==> src/verilog/scd_pkg.sv <==
// Package for the system clock divider and sleep gating block.
// Assumes a single source clock core_clk and an 8-bit I/O register port.
package scd_pkg;

  localparam logic [7:0] IO_ADDR_TRIM   = 8'h31;
  localparam logic [7:0] IO_ADDR_DIVCTL = 8'h3c;
  localparam logic [7:0] DATA_OFFSET    = 8'h20;
  localparam logic [7:0] IO_SPACE_TOP   = 8'h3f;

  localparam int         DIV_EN_BIT     = 7;
  localparam logic [7:0] TRIM_RESET     = 8'h00;
  localparam logic [7:0] DIVCTL_RESET   = 8'h00;
  localparam logic [7:0] DIV_BASE       = 8'h81;
  localparam logic [7:0] DIV_MIN        = 8'h02;

  localparam int         WAKE_HALT_CYC  = 4;

  localparam int         STARTUP_W      = 16;

  typedef enum logic [2:0] {
    SCD_SLP_IDLE     = 3'b000,
    SCD_SLP_ADCNR    = 3'b001,
    SCD_SLP_PWRDOWN  = 3'b010,
    SCD_SLP_PWRSAVE  = 3'b011,
    SCD_SLP_RSV4     = 3'b100,
    SCD_SLP_RSV5     = 3'b101,
    SCD_SLP_STANDBY  = 3'b110,
    SCD_SLP_EXTSTBY  = 3'b111
  } scd_sleep_e;

  // Clock enables per domain, also main source and async clock
  typedef struct packed {
    logic cpu;
    logic flash;
    logic io;
    logic conv;
    logic async;
    logic main_src;
  } scd_gate_s;

  // Wake-up sources
  typedef struct packed {
    logic ext_irq;
    logic addr_match;
    logic timer0;
    logic mem_ready;
    logic conv_done;
    logic other_io;
  } scd_wake_s;

endpackage : scd_pkg

==> src/verilog/scd_divider.sv <==
// Glitch-free integer clock divider producing a one-cycle enable.
// Assumes the factor is stable while enable is high.
`timescale 1ns/1ps
module scd_divider (
  input  wire logic       core_clk,
  input  wire logic       reset,
  input  wire logic       enable,
  input  wire logic [7:0] factor,
  output logic            tick
);
  logic [7:0] count;

  // Counting restarts on enable so every phase is whole source cycles
  always_ff @(posedge core_clk) begin
    if (reset || !enable) begin
      count <= 8'h00;
      tick  <= 1'b0;
    end else if (count >= factor - 8'h01) begin
      count <= 8'h00;
      tick  <= 1'b1;
    end else begin
      count <= count + 8'h01;
      tick  <= 1'b0;
    end
  end

endmodule : scd_divider

==> src/verilog/scd_clock_ctrl.sv <==
// Clock divider control, oscillator trim register and sleep gating.
// Assumes CPU register port signals are synchronous to core_clk.
`timescale 1ns/1ps
module scd_clock_ctrl (
  input  wire logic                    core_clk,
  input  wire logic                    reset,
  input  wire logic [7:0]              reg_addr,
  input  wire logic                    reg_data_space,
  input  wire logic                    reg_wr,
  input  wire logic                    reg_rd,
  input  wire logic [7:0]              reg_wdata,
  output logic      [7:0]              reg_rdata,
  input  wire logic [7:0]              cal_byte_1mhz,
  input  wire logic                    sleep_req,
  input  wire logic [2:0]              sleep_select_field,
  input  wire logic                    timer_async_select,
  input  wire logic                    crystal_selected,
  input  wire logic                    startup_done,
  input  wire scd_pkg::scd_wake_s      wake_raw,
  output scd_pkg::scd_gate_s           gate,
  output logic                         sys_tick,
  output logic                         cpu_run,
  output logic                         wake_irq,
  output logic      [7:0]              trim_value_bits
);
  typedef enum logic [1:0] {ST_RUN, ST_SLEEP, ST_START, ST_HALT} scd_st_e;

  logic [7:0]         divide_control;
  logic               div_tick;
  logic               cal_pending;
  logic               wake_any;
  logic [2:0]         halt_cnt;
  scd_st_e            state;
  scd_pkg::scd_sleep_e mode;
  scd_pkg::scd_gate_s  next_gate;
  scd_pkg::scd_wake_s  wake_mask;
  scd_pkg::scd_wake_s  wake_meta;
  scd_pkg::scd_wake_s  wake_sync;

  // Address decode shared by read and write paths
  function automatic logic hit(input logic [7:0] a, input logic ds,
                               input logic [7:0] io);
    hit = ds ? (a == io + scd_pkg::DATA_OFFSET) : (a == io);
  endfunction : hit

  wire wr_trim = reg_wr && hit(reg_addr, reg_data_space,
                               scd_pkg::IO_ADDR_TRIM);
  wire wr_div  = reg_wr && hit(reg_addr, reg_data_space,
                               scd_pkg::IO_ADDR_DIVCTL);
  wire div_en  = divide_control[scd_pkg::DIV_EN_BIT];
  wire new_en  = reg_wdata[scd_pkg::DIV_EN_BIT];

  // Factor kept 8-bit wide: 129 - d gives 2..129
  wire [7:0] factor = scd_pkg::DIV_BASE - {1'b0, divide_control[6:0]};

  always_ff @(posedge core_clk) begin
    if (reset) begin
      divide_control <= scd_pkg::DIVCTL_RESET;
    end else if (wr_div) begin
      if (new_en && !div_en) begin
        divide_control <= reg_wdata;
      end else if (!new_en) begin
        divide_control <= {1'b0, divide_control[6:0]};
      end
    end
  end

  // Trim reset value, then the calibration byte is loaded after release
  always_ff @(posedge core_clk) begin
    if (reset) begin
      trim_value_bits <= scd_pkg::TRIM_RESET;
      cal_pending     <= 1'b1;
    end else if (cal_pending) begin
      trim_value_bits <= cal_byte_1mhz;
      cal_pending     <= 1'b0;
    end else if (wr_trim) begin
      trim_value_bits <= reg_wdata;
    end
  end

  scd_divider u_div (
    .core_clk (core_clk),
    .reset    (reset),
    .enable   (div_en),
    .factor   (factor),
    .tick     (div_tick)
  );

  // Enable-based division cannot glitch: each phase is whole cycles
  always_ff @(posedge core_clk) begin
    if (reset) begin
      sys_tick <= 1'b0;
    end else begin
      sys_tick <= div_en ? div_tick : 1'b1;
    end
  end

  always_ff @(posedge core_clk) begin
    if (reset) begin
      reg_rdata <= 8'h00;
    end else if (reg_rd) begin
      if (hit(reg_addr, reg_data_space, scd_pkg::IO_ADDR_TRIM)) begin
        reg_rdata <= trim_value_bits;
      end else if (hit(reg_addr, reg_data_space,
                       scd_pkg::IO_ADDR_DIVCTL)) begin
        reg_rdata <= divide_control;
      end else begin
        reg_rdata <= 8'h00;
      end
    end
  end

  assign mode = scd_pkg::scd_sleep_e'(sleep_select_field);

  // Gating and wake mask per mode; reserved codes act as idle
  always_comb begin
    next_gate = '{cpu: 1'b1, flash: 1'b1, io: 1'b1, conv: 1'b1,
                  async: 1'b1, main_src: 1'b1};
    wake_mask = '1;
    if (state != ST_RUN) begin
      unique case (mode)
        scd_pkg::SCD_SLP_ADCNR: begin
          next_gate = '{cpu: 1'b0, flash: 1'b0, io: 1'b0, conv: 1'b1,
                        async: 1'b1, main_src: 1'b1};
          wake_mask = '{1'b1, 1'b1, 1'b1, 1'b1, 1'b1, 1'b0};
        end
        scd_pkg::SCD_SLP_PWRDOWN: begin
          next_gate = '0;
          wake_mask = '{1'b1, 1'b1, 1'b0, 1'b0, 1'b0, 1'b0};
        end
        scd_pkg::SCD_SLP_STANDBY: begin
          next_gate = '{cpu: 1'b0, flash: 1'b0, io: 1'b0, conv: 1'b0,
                        async: 1'b0, main_src: crystal_selected};
          wake_mask = '{1'b1, 1'b1, 1'b0, 1'b0, 1'b0, 1'b0};
        end
        scd_pkg::SCD_SLP_PWRSAVE, scd_pkg::SCD_SLP_EXTSTBY: begin
          next_gate = '{cpu: 1'b0, flash: 1'b0, io: 1'b0, conv: 1'b0,
                        async: timer_async_select,
                        main_src: mode == scd_pkg::SCD_SLP_EXTSTBY
                                  && crystal_selected};
          wake_mask = '{1'b1, 1'b1, timer_async_select,
                        1'b0, 1'b0, 1'b0};
        end
        default: begin
          next_gate = '{cpu: 1'b0, flash: 1'b0, io: 1'b1, conv: 1'b1,
                        async: 1'b1, main_src: 1'b1};
          wake_mask = '1;
        end
      endcase
    end
  end

  // Wake lines come from pins and the async timer, so two flops first
  always_ff @(posedge core_clk) begin
    if (reset) begin
      wake_meta <= '0;
      wake_sync <= '0;
    end else begin
      wake_meta <= wake_raw;
      wake_sync <= wake_meta;
    end
  end

  assign wake_any = |(wake_sync & wake_mask);

  always_ff @(posedge core_clk) begin
    if (reset) begin
      state    <= ST_RUN;
      halt_cnt <= 3'd0;
    end else begin
      unique case (state)
        ST_RUN:   if (sleep_req) state <= ST_SLEEP;
        ST_SLEEP: if (wake_any) state <= ST_START;
        ST_START: if (startup_done) begin
          state    <= ST_HALT;
          halt_cnt <= 3'd0;
        end
        ST_HALT: begin
          halt_cnt <= halt_cnt + 3'd1;
          if (halt_cnt == 3'(scd_pkg::WAKE_HALT_CYC - 1)) begin
            state <= ST_RUN;
          end
        end
      endcase
    end
  end

  always_ff @(posedge core_clk) begin
    if (reset) begin
      gate     <= '1;
      cpu_run  <= 1'b1;
      wake_irq <= 1'b0;
    end else begin
      gate     <= (state == ST_SLEEP) ? next_gate : '1;
      cpu_run  <= (state == ST_RUN) && !sleep_req;
      wake_irq <= (state == ST_HALT)
                  && halt_cnt == 3'(scd_pkg::WAKE_HALT_CYC - 1);
    end
  end

  a_div_capture: assert property (@(posedge core_clk) disable iff (reset)
    wr_div && new_en && !div_en |=> divide_control == $past(reg_wdata))
    else $error("divide field not captured");
  a_div_locked: assert property (@(posedge core_clk) disable iff (reset)
    div_en && !(wr_div && !new_en) |=> $stable(divide_control[6:0]))
    else $error("divide field changed while enabled");
  a_div_reject: assert property (@(posedge core_clk) disable iff (reset)
    wr_div && !new_en |=> divide_control[6:0] == $past(divide_control[6:0]))
    else $error("rejected field stored");
  a_div_range: assert property (@(posedge core_clk) disable iff (reset)
    factor >= scd_pkg::DIV_MIN && factor <= scd_pkg::DIV_BASE)
    else $error("factor out of range");
  a_tick_period: assert property (@(posedge core_clk) disable iff (reset)
    div_en && div_tick && $stable(factor) && factor > 8'h02
    |=> !div_tick)
    else $error("divided tick too close");
  a_undiv_run: assert property (@(posedge core_clk) disable iff (reset)
    !div_en |=> sys_tick)
    else $error("undivided clock gated");
  a_trim_load: assert property (@(posedge core_clk)
    $fell(reset) |=> trim_value_bits == $past(cal_byte_1mhz))
    else $error("calibration not loaded");
  a_pwrdown_gate: assert property (@(posedge core_clk) disable iff (reset)
    state == ST_SLEEP && mode == scd_pkg::SCD_SLP_PWRDOWN |=> gate == '0)
    else $error("power-down left a clock on");
  a_idle_gate: assert property (@(posedge core_clk) disable iff (reset)
    state == ST_SLEEP && mode == scd_pkg::SCD_SLP_IDLE
    |=> !gate.cpu && gate.io)
    else $error("idle gating wrong");
  a_wake_halt: assert property (@(posedge core_clk) disable iff (reset)
    state == ST_START && startup_done |=> !cpu_run [*4] ##1 wake_irq)
    else $error("wake halt not four cycles");
  a_pd_nowake: assert property (@(posedge core_clk) disable iff (reset)
    state == ST_SLEEP && mode == scd_pkg::SCD_SLP_PWRDOWN
    && !wake_sync.ext_irq && !wake_sync.addr_match |=> state != ST_START)
    else $error("illegal wake source");
  a_reg_decode: assert property (@(posedge core_clk) disable iff (reset)
    reg_rd && reg_data_space && reg_addr == 8'h5c
    |=> reg_rdata == $past(divide_control))
    else $error("data-space decode failed");

  c_div_on: cover property (@(posedge core_clk) wr_div && new_en && !div_en);
  c_sleep: cover property (@(posedge core_clk) state == ST_SLEEP);
  c_wake: cover property (@(posedge core_clk) wake_irq);
  c_trim_wr: cover property (@(posedge core_clk) wr_trim);

endmodule : scd_clock_ctrl

==> config.mk <==
export PLATFORM = sky130hd
export DESIGN_NAME = scd_clock_ctrl
export DESIGN_NICKNAME = d
export VERILOG_FILES = /design/src/verilog/scd_pkg.sv /design/src/verilog/scd_divider.sv /design/src/verilog/scd_clock_ctrl.sv
export SDC_FILE = /design/constraint.sdc
export NUM_CORES = 1
export LEC_CHECK = 0
export BUFFER_PORTS_ARGS = -buffer_cell sky130_fd_sc_hd__buf_4
export CAP_MARGIN = 20
export CORE_ASPECT_RATIO = 0.75
export CORE_MARGIN = 2
export CORE_UTILIZATION = 49
export DETAILED_ROUTE_END_ITERATION = 12
export GPL_ROUTABILITY_DRIVEN = 0
export PLACE_DENSITY = 0.83
export REMOVE_ABC_BUFFERS = 1
export SLEW_MARGIN = 20
export SYNTH_ARGS = -nofsm -noshare
export SYNTH_HDL_FRONTEND = slang
export SYNTH_HIERARCHICAL = 1
export SYNTH_SLANG_ARGS = --single-unit
==> constraint.sdc <==
create_clock -name core_clk -period 3.5 [get_ports core_clk]
set_input_delay 0.175 -clock core_clk [delete_from_list [all_inputs] [get_ports core_clk]]
set_output_delay 0.175 -clock core_clk [all_outputs]
set_load 0.01 [all_outputs]
## Yosys cells after proc, flatten, opt, wreduce, memory -nomap -nowiden

Cells that the tools add are included.

| word-level totals | value |
|---|---|
| register bits after elaboration | 60 |
| output and inout port bits | 25 |
| logic and storage cells | 99 |
| input port bits | 42 |

| operators by class | value |
|---|---|
| equal/unequal tests | 18 |
| $lt $le $gt $ge | 1 |
| bitwise operators | 3 |
| multiplexer cells | 21 |
| reductions and logical operators | 22 |
| add/subtract/negate cells | 4 |

Operator list:

| cell | number |
|---|---|
| $mux W8 | 6 |
| $eq A8 B6 Y1 const B | 2 |
| $eq A8 B7 Y1 const B | 2 |
| $pmux W4 S4 | 1 |
| $pmux W4 S3 | 1 |
| $eq A3 B2 Y1 const B | 3 |
| $add A8 B1 Y8 const B | 1 |
| $ge A8 B8 Y1 | 1 |
| $mux W2 | 4 |
| $ne A2 B2 Y1 const B | 4 |
| $pmux W2 S4 | 1 |
| $sub A8 B1 Y8 const B | 1 |
| $sub A8 B7 Y8 const A | 1 |
| $and A6 B6 Y6 | 1 |
| $eq A3 B3 Y1 const B | 2 |
| $logic_and A1 B1 Y1 | 6 |
| $pmux W3 S2 | 1 |
| $reduce_and A2 Y1 | 3 |
| $reduce_bool A2 Y1 | 3 |
| $reduce_or A2 Y1 | 3 |
| $reduce_or A6 Y1 | 1 |
| $mux W1 | 5 |
| $eq A2 B2 Y1 const B | 2 |
| $mux W4 | 1 |
| 11 further kinds | 13 |

## Depth between registers and ports, before layout

Gate-level depths: netlist of run 1.

| logic depth | value |
|---|---|
| depth after elaboration | 8 |
| mapped depth | 12 |
| gate-level depth less buffers | 12 |

## Cells and area by module

The synthesis of run 1 kept the hierarchy.

By module, submodules not included:

| module | cells an instance | area an instance (um2) | sequential area each (um2) | instances |
|---|---|---|---|---|
| scd_clock_ctrl | 224 | 2238.4 | 1001.0 | 1 |
| scd_divider | 71 | 659.4 | 180.2 | 1 |

## Worst setup path after synthesis of run 1

OpenSTA, ideal clock, no wires.

| timing path | value |
|---|---|
| path type | reg-to-reg |
| start | register divide_control[1] |
| end | register u_div.count[1] |
| data required time | 3.384 ns |
| cell stages (with the launch flop) | 13 |
| setup time | 0.116 ns |
| period minus slack after synthesis | 2.610 ns |
| arrival time | 2.495 ns |
| path buffers | 0 |
| setup slack | 0.890 ns |
| path through | dfxtp_1 inv_1 ha_1 nand2_1 xor2_1 nor4_1 nand2_1 xor2_1 ha_1 and2_2 nand3_1 or3_1 and3_1 |

| between the ends | value |
|---|---|
| longest elaborated chain between the ends | 4 |

Ends and longest elaborated chain:

| what | line | source |
|---|---|---|
| start, declared | scd_clock_ctrl.sv:28 | `logic [7:0] divide_control;` |
| start signal, assigned | scd_clock_ctrl.sv:58 | `divide_control <= scd_pkg::DIVCTL_RESET;` |
| start signal, assigned | scd_clock_ctrl.sv:61 | `divide_control <= reg_wdata;` |
| start signal, assigned | scd_clock_ctrl.sv:63 | `divide_control <= {1'b0, divide_control[6:0]};` |
| $sub A8 B7 Y8 | scd_clock_ctrl.sv:54 | `wire [7:0] factor = scd_pkg::DIV_BASE - {1'b0, divide_control[6:0]};` |
| named net factor[5] | scd_clock_ctrl.sv:54 |  |
| $sub A8 B1 Y8 | scd_divider.sv:18 | `end else if (count >= factor - 8'h01) begin` |
| $ge A8 B8 Y1 | scd_divider.sv:18 |  |
| $reduce_or A2 Y1 (no line) | - |  |
| end signal, assigned | scd_divider.sv:22 | `count <= count + 8'h01;` |
| end, declared | scd_divider.sv:11 | `logic [7:0] count;` |

The timed path passes the listed nets, and every way through them passes these cells.
A chain may end at the register's enable or synchronous reset.

## Worst setup path after layout of run 1

| timing path | value |
|---|---|
| start | register divide_control[1] |
| end | register u_div.count[4] |

Same word-level chain as after synthesis.

==> results of run 1 <==
==> cell type report <==
type	instances	area, um^2	area share (%)
clock buffers	10	138	3.77
clock inverters	6	88.8	2.43
inverters	14	52.6	1.44
multi-input cells	211	1600	43.7
flip-flops and latches	59	1180	32.4
well taps	78	97.6	2.67
repair buffers	66	495	13.6
==> power breakdown <==
part	internal (mW)	total, mW	switching [mW]
clock network	0.420	0.699	0.279
logic	0.136	0.268	0.132
registers	0.712	0.745	0.0333
total	1.27	1.71	0.445
==> registers in the layout, indices dropped and copies added, names as in the netlist <==
name,cells
reg_rdata,8
wake_sync,6
sys_tick,1
trim_value_bits,8
cal_pending,1
u_div/tick,1
gate,5
wake_irq,1
divide_control,8
state,2
u_div/count,8
wake_meta,6
cpu_run,1
halt_cnt,3
==> through the flow <==
| step | utilization, % | worst slack [ns] | hold WS [ns] | power, mW | instance area, um^2 |
|---|---|---|---|---|---|
| after global placement | 59.4 | 0.710 | 0.382 | 1.02 | 3420 |
| after CTS | 63.3 | 0.482 | 0.0232 | 1.73 | 3650 |
| after detailed placement | 59.4 | 0.539 | 0.378 | 1.03 | 3420 |
| final | 63.3 | 0.467 | 0.0277 | 1.71 | 3650 |
| after floorplan | - | 0.890 | 0.203 | 0.905 | 2830 |
| after global routing | 63.3 | 0.231 | 0.0307 | 1.79 | 3650 |
==> cell families (layout without fill, tap and decap cells) <==
group,count (synthesis),in the layout,share of synthesized area [%]
DFF,59,59,40.8
muxes,3,3,1.04
AOI/OAI and AO/OA,54,54,17.1
buffers and inverters,25,96,4.19
xor gates and xnor gates,16,16,4.84
adders and majority gates,19,19,8.20
and+or+nand+nor,119,119,23.8
==> cells in the final DEF (no fill, tap or decap), types with 9 or more instances in the layout <==
cell,instances
buf_4,66
nor3_1,14
nor2_1,25
nand2b_1,16
dfxtp_1,59
nand2_1,10
nor2b_1,23
inv_1,14
nand3b_1,9
xor2_1,10
clkbuf_8,10
ha_1,19
o21ai_0,9
==> worst reg2reg max path, stage by stage, from the launching register on <==
cell,delay (ns)
dfxtp_1,0.48
inv_1,0.09
ha_1,0.23
nand2_1,0.11
xor2_1,0.10
nor4_1,0.42
nand2_1,0.12
xor2_1,0.16
ha_1,0.30
and2_2,0.17
nand3_1,0.10
o31ai_2,0.50
nor2_1,0.11
==> path summary, 6_finish.rpt <==
| path | from | to | slack, ns | depth (start not counted) |
|---|---|---|---|---|
| worst max-delay path | divide_control[1] | u_div/count[4] | 0.47 | 12 |
| worst min-delay path | crystal_selected | gate[0] | 0.03 | 2 |
| worst max register to register | divide_control[1] | u_div/count[4] | 0.47 | 12 |
| worst min register to register | wake_meta[5] | wake_sync[5] | 0.44 | 1 |
==> metal layers <==
metal | track usage, % | share of wire (%)
met5 | 0 | 0
met4 | 5.23 | 0.96
met3 | 6.28 | 6.2
met2 | 31.4 | 45
met1 | 25.6 | 47
==> impl_metrics.py, run 1 <==
metrics = {
    "run_status": {
        "status": "finished, final reports clean",
    },
    "worst_setup_path": {
        "critical-path-slowest-cell": "o31ai_2",
        "crit_chain": "inv_1, ha_1, nand2_1, xor2_1, nor4_1, nand2_1, xor2_1, ha_1, and2_2, nand3_1, o31ai_2, nor2_1",
        "crit_type": "reg -> reg",
        "end_kind": "register",
        "critPathBufInv": 1,
        "crit_family": "simple AND/OR/NAND/NOR gates",
        "worstPathRequired_ns": 3.70,
        "critPathMaxStageDelay_ns": 0.50,
        "start_kind": "register",
        "arrival_ns": 3.23,
        "cp_max_fo": 9,
    },
    "yosys": {
        "synth.top_cells.by_count": "59 x dfxtp_1, 25 x nor2_1, 23 x nor2b_1",
        "synth_cell_types": 50,
        "yosys.area.top_type": "dfxtp_1",
        "ys_warn_count": 6,
        "ys_seq_elements": 59,
        "syn-instance-count": 295,
        "ys.flop_type": "dfxtp_1",
        "synth_area_leaders": "dfxtp_1 41%, ha_1 8.2%, nor2b_1 5.0%",
        "synth_edf_count": 0,
        "synth.avg_cell_area_um2": 9.82,
        "yosysSeqAreaShare_pct": 40.8,
        "synth_most_common_cell": "dfxtp_1",
        "synth_top_area_share_pct": 40.8,
        "syn_area_mm2": 0.00290,
        "async_flop_share_pct": 0,
    },
    "detailed_routing": {
        "avgRoutedWirePerCell_um": 14.1,
        "firstDrtPassIters": 4,
        "vias": 2353,
        "first_iter_violations": 154,
        "routed_wl_mm": 6.27,
        "final_antenna_net_count": 0,
        "vias_per_cell": 5.30,
        "drc_errors": 0,
    },
    "cells_and_area": {
        "fillers": 494,
        "syn2layout_area_growth_pct": 25.9,
        "nNetsFinal": 422,
        "fin_cells": 444,
        "drive_gt1_share_pct": 26.2,
        "antennaDiodeCount": 0,
    },
    "die": {
        "die-area_mm2": 0.00655,
        "initial_utilization_pct": 50.3,
        "coreArea_mm2": 0.00577,
        "ios": 67,
        "fp.dieW_um": 92.8,
        "num_rows": 24,
        "die_h_um": 70.6,
    },
    "pwr": {
        "cellLeakagePower_nw": 1.58,
        "ir_drop_mv": 0.257,
        "power.density_mw_per_mm2": 469,
    },
    "clock_network": {
        "cts_tree": "built",
        "h-tree-depth": 3,
        "cts.repair.resized": 0,
        "cts_root_buffer": "clkbuf_8",
        "cts.sinks": 59,
        "insertion_delay_ns": 0.34,
        "clockBufferDepth": 2,
        "holdBufCountCts": 0,
        "clk_pin_slew_ns": 0.07,
        "cts_buffers": 9,
        "cts_setup_buffers": 0,
    },
    "placement": {
        "numPortBuffers": 66,
        "dpl.cell_count": 428,
        "dp_hpwl_mm": 4.63,
    },
    "sta": {
        "fmax_mhz": 330,
        "rsz0062_at_grt": "false",
        "hold_violations": 0,
        "slew_viol_final": 0,
        "slew_headroom_pct": 30.1,
        "clock-skew-final_ns": 0.00781,
        "fin_crit_ns": 3.03,
        "fin_crit_sh_pct": 86.6,
        "tightest_slew_ns": 1.04,
        "final.setup.tns_ns": 0,
        "setup_viol": 0,
    },
    "grt": {
        "grt_first_pass_wirelength_mm": 10.1,
        "grtUsageTotal_pct": 19.5,
        "grt_max_degree": 52,
        "grt_pass1_vias": 2209,
        "antenna_found_initial": 0,
        "grt_remaining_overflow": 0,
    },
    "min_path": {
        "hp-class": "in -> reg",
    },
    "run": {
        "max-cap-violations": 0,
    },
}
(Power assumes the default switching activity.)
==> run 2, diff against run 1 <==
--- a/config.mk
+++ b/config.mk
@@ -5,6 +5,7 @@
 export SDC_FILE = /design/constraint.sdc
 export NUM_CORES = 1
 export LEC_CHECK = 0
+export ABC_AREA = 1
 export BUFFER_PORTS_ARGS = -buffer_cell sky130_fd_sc_hd__buf_4
 export CAP_MARGIN = 20
 export CORE_ASPECT_RATIO = 0.75
@@ -12,7 +13,8 @@
 export CORE_UTILIZATION = 49
 export DETAILED_ROUTE_END_ITERATION = 12
 export GPL_ROUTABILITY_DRIVEN = 0
-export PLACE_DENSITY = 0.83
+export PLACE_DENSITY = 0.82
+export RECOVER_POWER = 50
 export REMOVE_ABC_BUFFERS = 1
 export SLEW_MARGIN = 20
 export SYNTH_ARGS = -nofsm -noshare
==> run 2 against run 1 <==
The run now ends with max-capacitance violations, max-slew violations left. Synthesized area grew 4.4%. Global-route usage increased by 2.1 points. Final cell count rose by 29%. First-iteration DRC count shrank 40%. Clock-buffer cell count is 1 higher. Power fell by 3.2%. Maximum frequency is 20% higher. Combinational power rose by 13%. Setup slack improved by 0.50 ns. Design area up 1.3%. Critical path depth unchanged. Largest power group unchanged.
==> impl_metrics.py, run 2 <==
metrics = {
    "detailed_routing": {
        "firstDrtPassIters": 4,
        "vias": 2785,
        "first_iter_violations": 93,
        "final_antenna_net_count": 0,
        "drc_errors": 0,
        "vias_per_cell": 4.86,
        "avgRoutedWirePerCell_um": 12.1,
        "routed_wl_mm": 6.93,
    },
    "grt": {
        "grt_remaining_overflow": 0,
        "grt_pass1_vias": 2601,
        "grtUsageTotal_pct": 21.6,
        "grt_first_pass_wirelength_mm": 11.4,
        "grt_max_degree": 41,
        "antenna_found_initial": 0,
    },
    "yosys": {
        "yosysSeqAreaShare_pct": 39.0,
        "synth_most_common_cell": "inv_1",
        "syn-instance-count": 421,
        "yosys.area.top_type": "dfxtp_1",
        "synth-simple-area-share_pct": 28.5,
        "synth-adder-area-share_pct": 7.86,
        "synth_edf_count": 0,
        "ys.flop_type": "dfxtp_1",
        "synth_top_area_share_pct": 39.0,
        "synth.top_cells.by_count": "77 x inv_1, 71 x nor2_1, 67 x nand2_1",
        "ys_seq_elements": 59,
        "synthMuxAreaShare_pct": 0,
        "synth_top_family_by_area": "simple AND/OR/NAND/NOR gates",
        "async_flop_share_pct": 0,
        "synth_xor_area_share_pct": 4.05,
        "ys_warn_count": 6,
        "synth_cell_types": 30,
        "synth_area_leaders": "dfxtp_1 39%, inv_1 9.6%, nor2_1 8.8%",
        "synth.avg_cell_area_um2": 7.19,
        "synth-compound-area-share_pct": 9.26,
        "syn_area_mm2": 0.00303,
    },
    "worst_setup_path": {
        "worstPathRequired_ns": 3.77,
        "worstRegToRegCells": 12,
        "cp_max_fo": 8,
        "critPathCapture": "u_div/count[3]",
        "r2r_slack_ns": 0.97,
        "end_kind": "register",
        "start_kind": "register",
        "arrival_ns": 2.80,
        "regToRegStartpoint": "divide_control[1]",
        "critPathLaunch": "divide_control[1]",
        "crit_type": "reg -> reg",
        "r2r_end": "u_div/count[3]",
    },
    "sta": {
        "whs_ns": 0.0259,
        "setup_viol": 0,
        "fin_crit_sh_pct": 72.3,
        "final.setup.tns_ns": 0,
        "slew_viol_final": 41,
        "tightest_slew_ns": 1.78,
        "fin_crit_ns": 2.53,
        "hold_violations": 0,
        "fmax_mhz": 395,
        "clock-skew-final_ns": 0.00609,
        "slew_headroom_pct": -18.5,
        "rsz0062_at_grt": "false",
    },
    "pwr": {
        "p_sw_uw": 476,
        "power.density_mw_per_mm2": 448,
        "comb_power_share_pct": 18.3,
        "ir_drop_mv": 0.219,
        "cellLeakagePower_nw": 1.77,
        "clockPowerShare_pct": 36.7,
        "p_seq_share_pct": 45.0,
        "p_int_mw": 1.18,
        "p_sw_share_pct": 28.7,
    },
    "clock_network": {
        "cts.repair.resized": 0,
        "insertion_delay_ns": 0.34,
        "h-tree-depth": 3,
        "cts_root_buffer": "clkbuf_8",
        "cts_setup_buffers": 0,
        "cts_buffers": 9,
        "clk_pin_slew_ns": 0.06,
        "holdBufCountCts": 0,
        "cts.sinks": 59,
        "cts_tree": "built",
        "clockBufferDepth": 2,
    },
    "die": {
        "ios": 67,
        "coreArea_mm2": 0.00589,
        "initial_utilization_pct": 51.4,
        "die_h_um": 72.1,
        "fp.dieW_um": 94.7,
        "die-area_mm2": 0.00683,
        "num_rows": 24,
    },
    "min_path": {
        "hp-class": "in -> reg",
        "holdPathStages": 3,
        "min-delay-start": "crystal_selected",
    },
    "cells_and_area": {
        "fin_cells": 573,
        "antennaDiodeCount": 0,
        "syn2layout_area_growth_pct": 22.2,
        "mostFrequentLayoutCells": "77 x inv_1, 71 x nor2_1, 67 x nand2_1, 59 x dfxtp_1, 46 x buf_4",
        "nNetsFinal": 551,
        "drive_gt1_share_pct": 16.6,
        "layout_commonest_cell": "inv_1",
    },
    "run_status": {
        "status": "complete, but fails checks",
        "violations": "max-capacitance violations, max-slew violations",
    },
    "placement": {
        "numPortBuffers": 66,
        "dpl.cell_count": 557,
        "dp_hpwl_mm": 5.33,
    },
    "run": {
        "max-cap-violations": 1,
    },
}
==> run 2: worst min path at each step <==
stage,slack [ns],endpoint
floorplan,0.20,cal_pending
global placement,0.37,wake_meta[5]
detailed placement,0.38,gate[0]
CTS,0.02,gate[0]
global route,0.03,wake_meta[2]
finish,0.03,gate[0]
==> run 2: layout make-up <==
cell class | instances | area, um^2
Tap cell | 78 | 97.6
Fill cell | 585 | 2190
Clock buffer | 11 | 141
Clock inverter | 5 | 52.6
Timing Repair Buffer | 66 | 420
Inverter | 80 | 300
Sequential cell | 59 | 1180
Multi-Input combinational cell | 274 | 1500
==> run 2: through the flow <==
step	worst slack (ns)	total power [mW]	util, %	cell area [um^2]
after detailed placement	1.01	1.07	60.8	3580
after floorplan	1.35	0.939	-	2990
after global placement	1.20	1.06	60.8	3580
after CTS	0.982	1.68	64.1	3770
after global routing	0.688	1.75	62.8	3700
final	0.969	1.66	62.8	3700
==> run 2: per-layer routing <==
metal / routed length [um] / GRT usage, % / share of wire [%]
met4: 145 / 8.21 / 2.1
met5: 0 / 0 / 0
met2: 3170 / 34.0 / 46
met1: 3260 / 28.1 / 47
met3: 362 / 6.65 / 5.2
==> run 2: power by group through the flow <==
stage | combinational, mW | sequential (mW) | clock (mW)
after detailed placement | 0.312 | 0.761 | 0
after global placement | 0.297 | 0.759 | 0
after floorplan | 0.174 | 0.765 | 0
final | 0.303 | 0.746 | 0.609
after global routing | 0.349 | 0.750 | 0.648
after CTS | 0.318 | 0.746 | 0.618
==> run 2: cells by family after synthesis <==
| family | after synthesis |
|---|---|
| simple gates | 186 |
| buf+inv | 88 |
| flops | 59 |
| compound gates | 55 |
| fa+ha+maj | 19 |
| xor+xnor | 14 |
==> run 2: critical path: stages (launching register included) <==
cell	delay (ns)
dfxtp_1	0.34
nor3_1	0.31
xor2_1	0.33
nor2_1	0.09
nand3_1	0.16
nor3_1	0.06
nor2_1	0.10
nor2_1	0.07
ha_1	0.32
a21o_1	0.16
nor2_1	0.17
nand3_2	0.19
nor2_1	0.15
==> run 3, diff against run 2 <==
==> constraint.sdc (replaced) <==
create_clock -name core_clk -period 2.35 [get_ports core_clk]
set_input_delay 0.1175 -clock core_clk [delete_from_list [all_inputs] [get_ports core_clk]]
set_output_delay 0.1175 -clock core_clk [all_outputs]
set_load 0.01 [all_outputs]
==> run 3 against run 2 <==
The run now ends clean. Sequential power is 49% higher. Setup slack worse by 0.96 ns. Hold slack better by 0.0077 ns. Critical path type unchanged.
==> impl_metrics.py, run 3 (synthesis gave the netlist of run 2 again) <==
metrics = {
    "detailed_routing": {
        "drc_errors": 0,
        "routed_wl_mm": 7.88,
        "vias_per_cell": 4.92,
        "firstDrtPassIters": 5,
        "vias": 2886,
        "first_iter_violations": 123,
        "final_antenna_net_count": 0,
        "avgRoutedWirePerCell_um": 13.4,
    },
    "cells_and_area": {
        "drive_gt1_share_pct": 25.7,
        "syn2layout_area_growth_pct": 36.5,
        "nNetsFinal": 565,
        "stdcell_area_mm2": 0.00413,
        "layout_commonest_cell": "inv_1",
        "mostFrequentLayoutCells": "75 x inv_1, 70 x buf_4, 66 x nor2_1, 65 x nand2_1, 55 x dfxtp_1",
        "final_util_pct": 70.2,
        "fin_cells": 587,
        "antennaDiodeCount": 0,
    },
    "min_path": {
        "holdPathStages": 4,
        "min-delay-start": "sleep_req",
        "hp-class": "in -> reg",
    },
    "clock_network": {
        "cts_buffers": 9,
        "cts_root_buffer": "clkbuf_8",
        "clk_pin_slew_ns": 0.07,
        "h-tree-depth": 3,
        "cts.sinks": 59,
        "cts_tree": "built",
        "insertion_delay_ns": 0.34,
        "clockBufferDepth": 2,
    },
    "sta": {
        "clock-skew-final_ns": 0.00656,
        "slew_headroom_pct": 72.0,
        "fin_crit_ns": 2.34,
        "final.setup.tns_ns": 0,
        "setup_viol": 0,
        "fmax_mhz": 427,
        "slew_viol_final": 0,
        "rsz0062_at_grt": "true",
        "tightest_slew_ns": 0.420,
        "fin_ws_ns": 0.00730,
        "fin_crit_sh_pct": 99.7,
        "whs_ns": 0.0337,
        "hold_violations": 0,
    },
    "grt": {
        "grt_pass1_vias": 2658,
        "grtUsageTotal_pct": 23.6,
        "antenna_found_initial": 0,
        "grt_max_degree": 41,
        "grt_first_pass_wirelength_mm": 12.4,
        "grt_remaining_overflow": 0,
    },
    "placement": {
        "dp_hpwl_mm": 5.31,
        "dp_slack_ns": -0.0772,
        "dpl.cell_count": 558,
        "numPortBuffers": 66,
        "dpl_cell_area_mm2": 0.00359,
    },
    "pwr": {
        "power_mw": 2.74,
        "cellLeakagePower_nw": 1.97,
        "power.density_mw_per_mm2": 663,
        "ir_drop_mv": 0.312,
    },
    "die": {
        "coreArea_mm2": 0.00589,
        "initial_utilization_pct": 51.4,
        "ios": 67,
        "die-area_mm2": 0.00683,
        "die_h_um": 72.1,
        "num_rows": 24,
        "fp.dieW_um": 94.7,
    },
    "worst_setup_path": {
        "crit_chain": "inv_2, ha_4, xnor2_4, nor2_1, nand2_1, nor3_2, xor2_1, inv_1, ha_4, nand2_2, nor2_1, nand2_2, nand3_4, nor2_1",
        "critPathMaxStageDelay_ns": 0.38,
        "critPathBufInv": 2,
        "r2r_slack_ns": 0.007,
        "crit_top_cell": "nor2_1",
        "cp_max_fo": 8,
        "worstRegToRegCells": 14,
        "worstPathRequired_ns": 2.58,
        "end_kind": "register",
        "crit_type": "reg -> reg",
        "critPathLaunch": "divide_control[1]",
        "crit_family": "simple AND/OR/NAND/NOR gates",
        "start_kind": "register",
        "critical-path-slowest-cell": "dfxtp_4",
        "regToRegStartpoint": "divide_control[1]",
        "arrival_ns": 2.57,
        "cp.depth": 14,
    },
    "run": {
        "max-cap-violations": 0,
    },
    "run_status": {
        "status": "finished, final reports clean",
    },
}
-- run 3: what timing repair did --
action,4_1_cts,5_1_grt
setup buffers,3,0
hold endpoints to repair,8,0
pin swaps,8,11
resized for setup,12,26
setup endpoints to repair,8,9
hold buffers,10,0
-- run 3: metal layers --
layer	up-vias	global-route usage [%]	wire, um
li1	1460	-	-
met1	1299	30.3	3510
met2	108	37.0	3760
met3	19	7.37	464
met4	0	10.1	153
met5	-	0	0
-- run 3: final cells by class --
| type | instances | area [um^2] |
|---|---|---|
| clock inverters | 5 | 100 |
| flip-flops and latches | 59 | 1190 |
| multi-input cells | 274 | 1670 |
| inverters | 80 | 300 |
| clock buffers | 11 | 141 |
| repair buffers | 80 | 626 |
| well taps | 78 | 97.6 |
| fillers | 454 | 1760 |
-- run 3: worst reg2reg max path, stage by stage, from the launching register on --
cell	delay, ns
dfxtp_4	0.38
inv_2	0.06
ha_4	0.19
xnor2_4	0.17
nor2_1	0.14
nand2_1	0.11
nor3_2	0.18
xor2_1	0.17
inv_1	0.10
ha_4	0.27
nand2_2	0.06
nor2_1	0.13
nand2_2	0.10
nand3_4	0.12
nor2_1	0.06
-- run 3: worst paths after layout --
path,end
worst max register to register,u_div/count[4]
worst min register to register,wake_sync[0]
worst min-delay path,cpu_run
worst max-delay path,u_div/count[4]
-- run 3: power breakdown --
group / switching, mW / internal [mW] / total [mW]
Sequential: 0.0502 / 1.06 / 1.11
Clock: 0.404 / 0.730 / 1.13
Combinational: 0.278 / 0.216 / 0.493
Total: 0.732 / 2.01 / 2.74
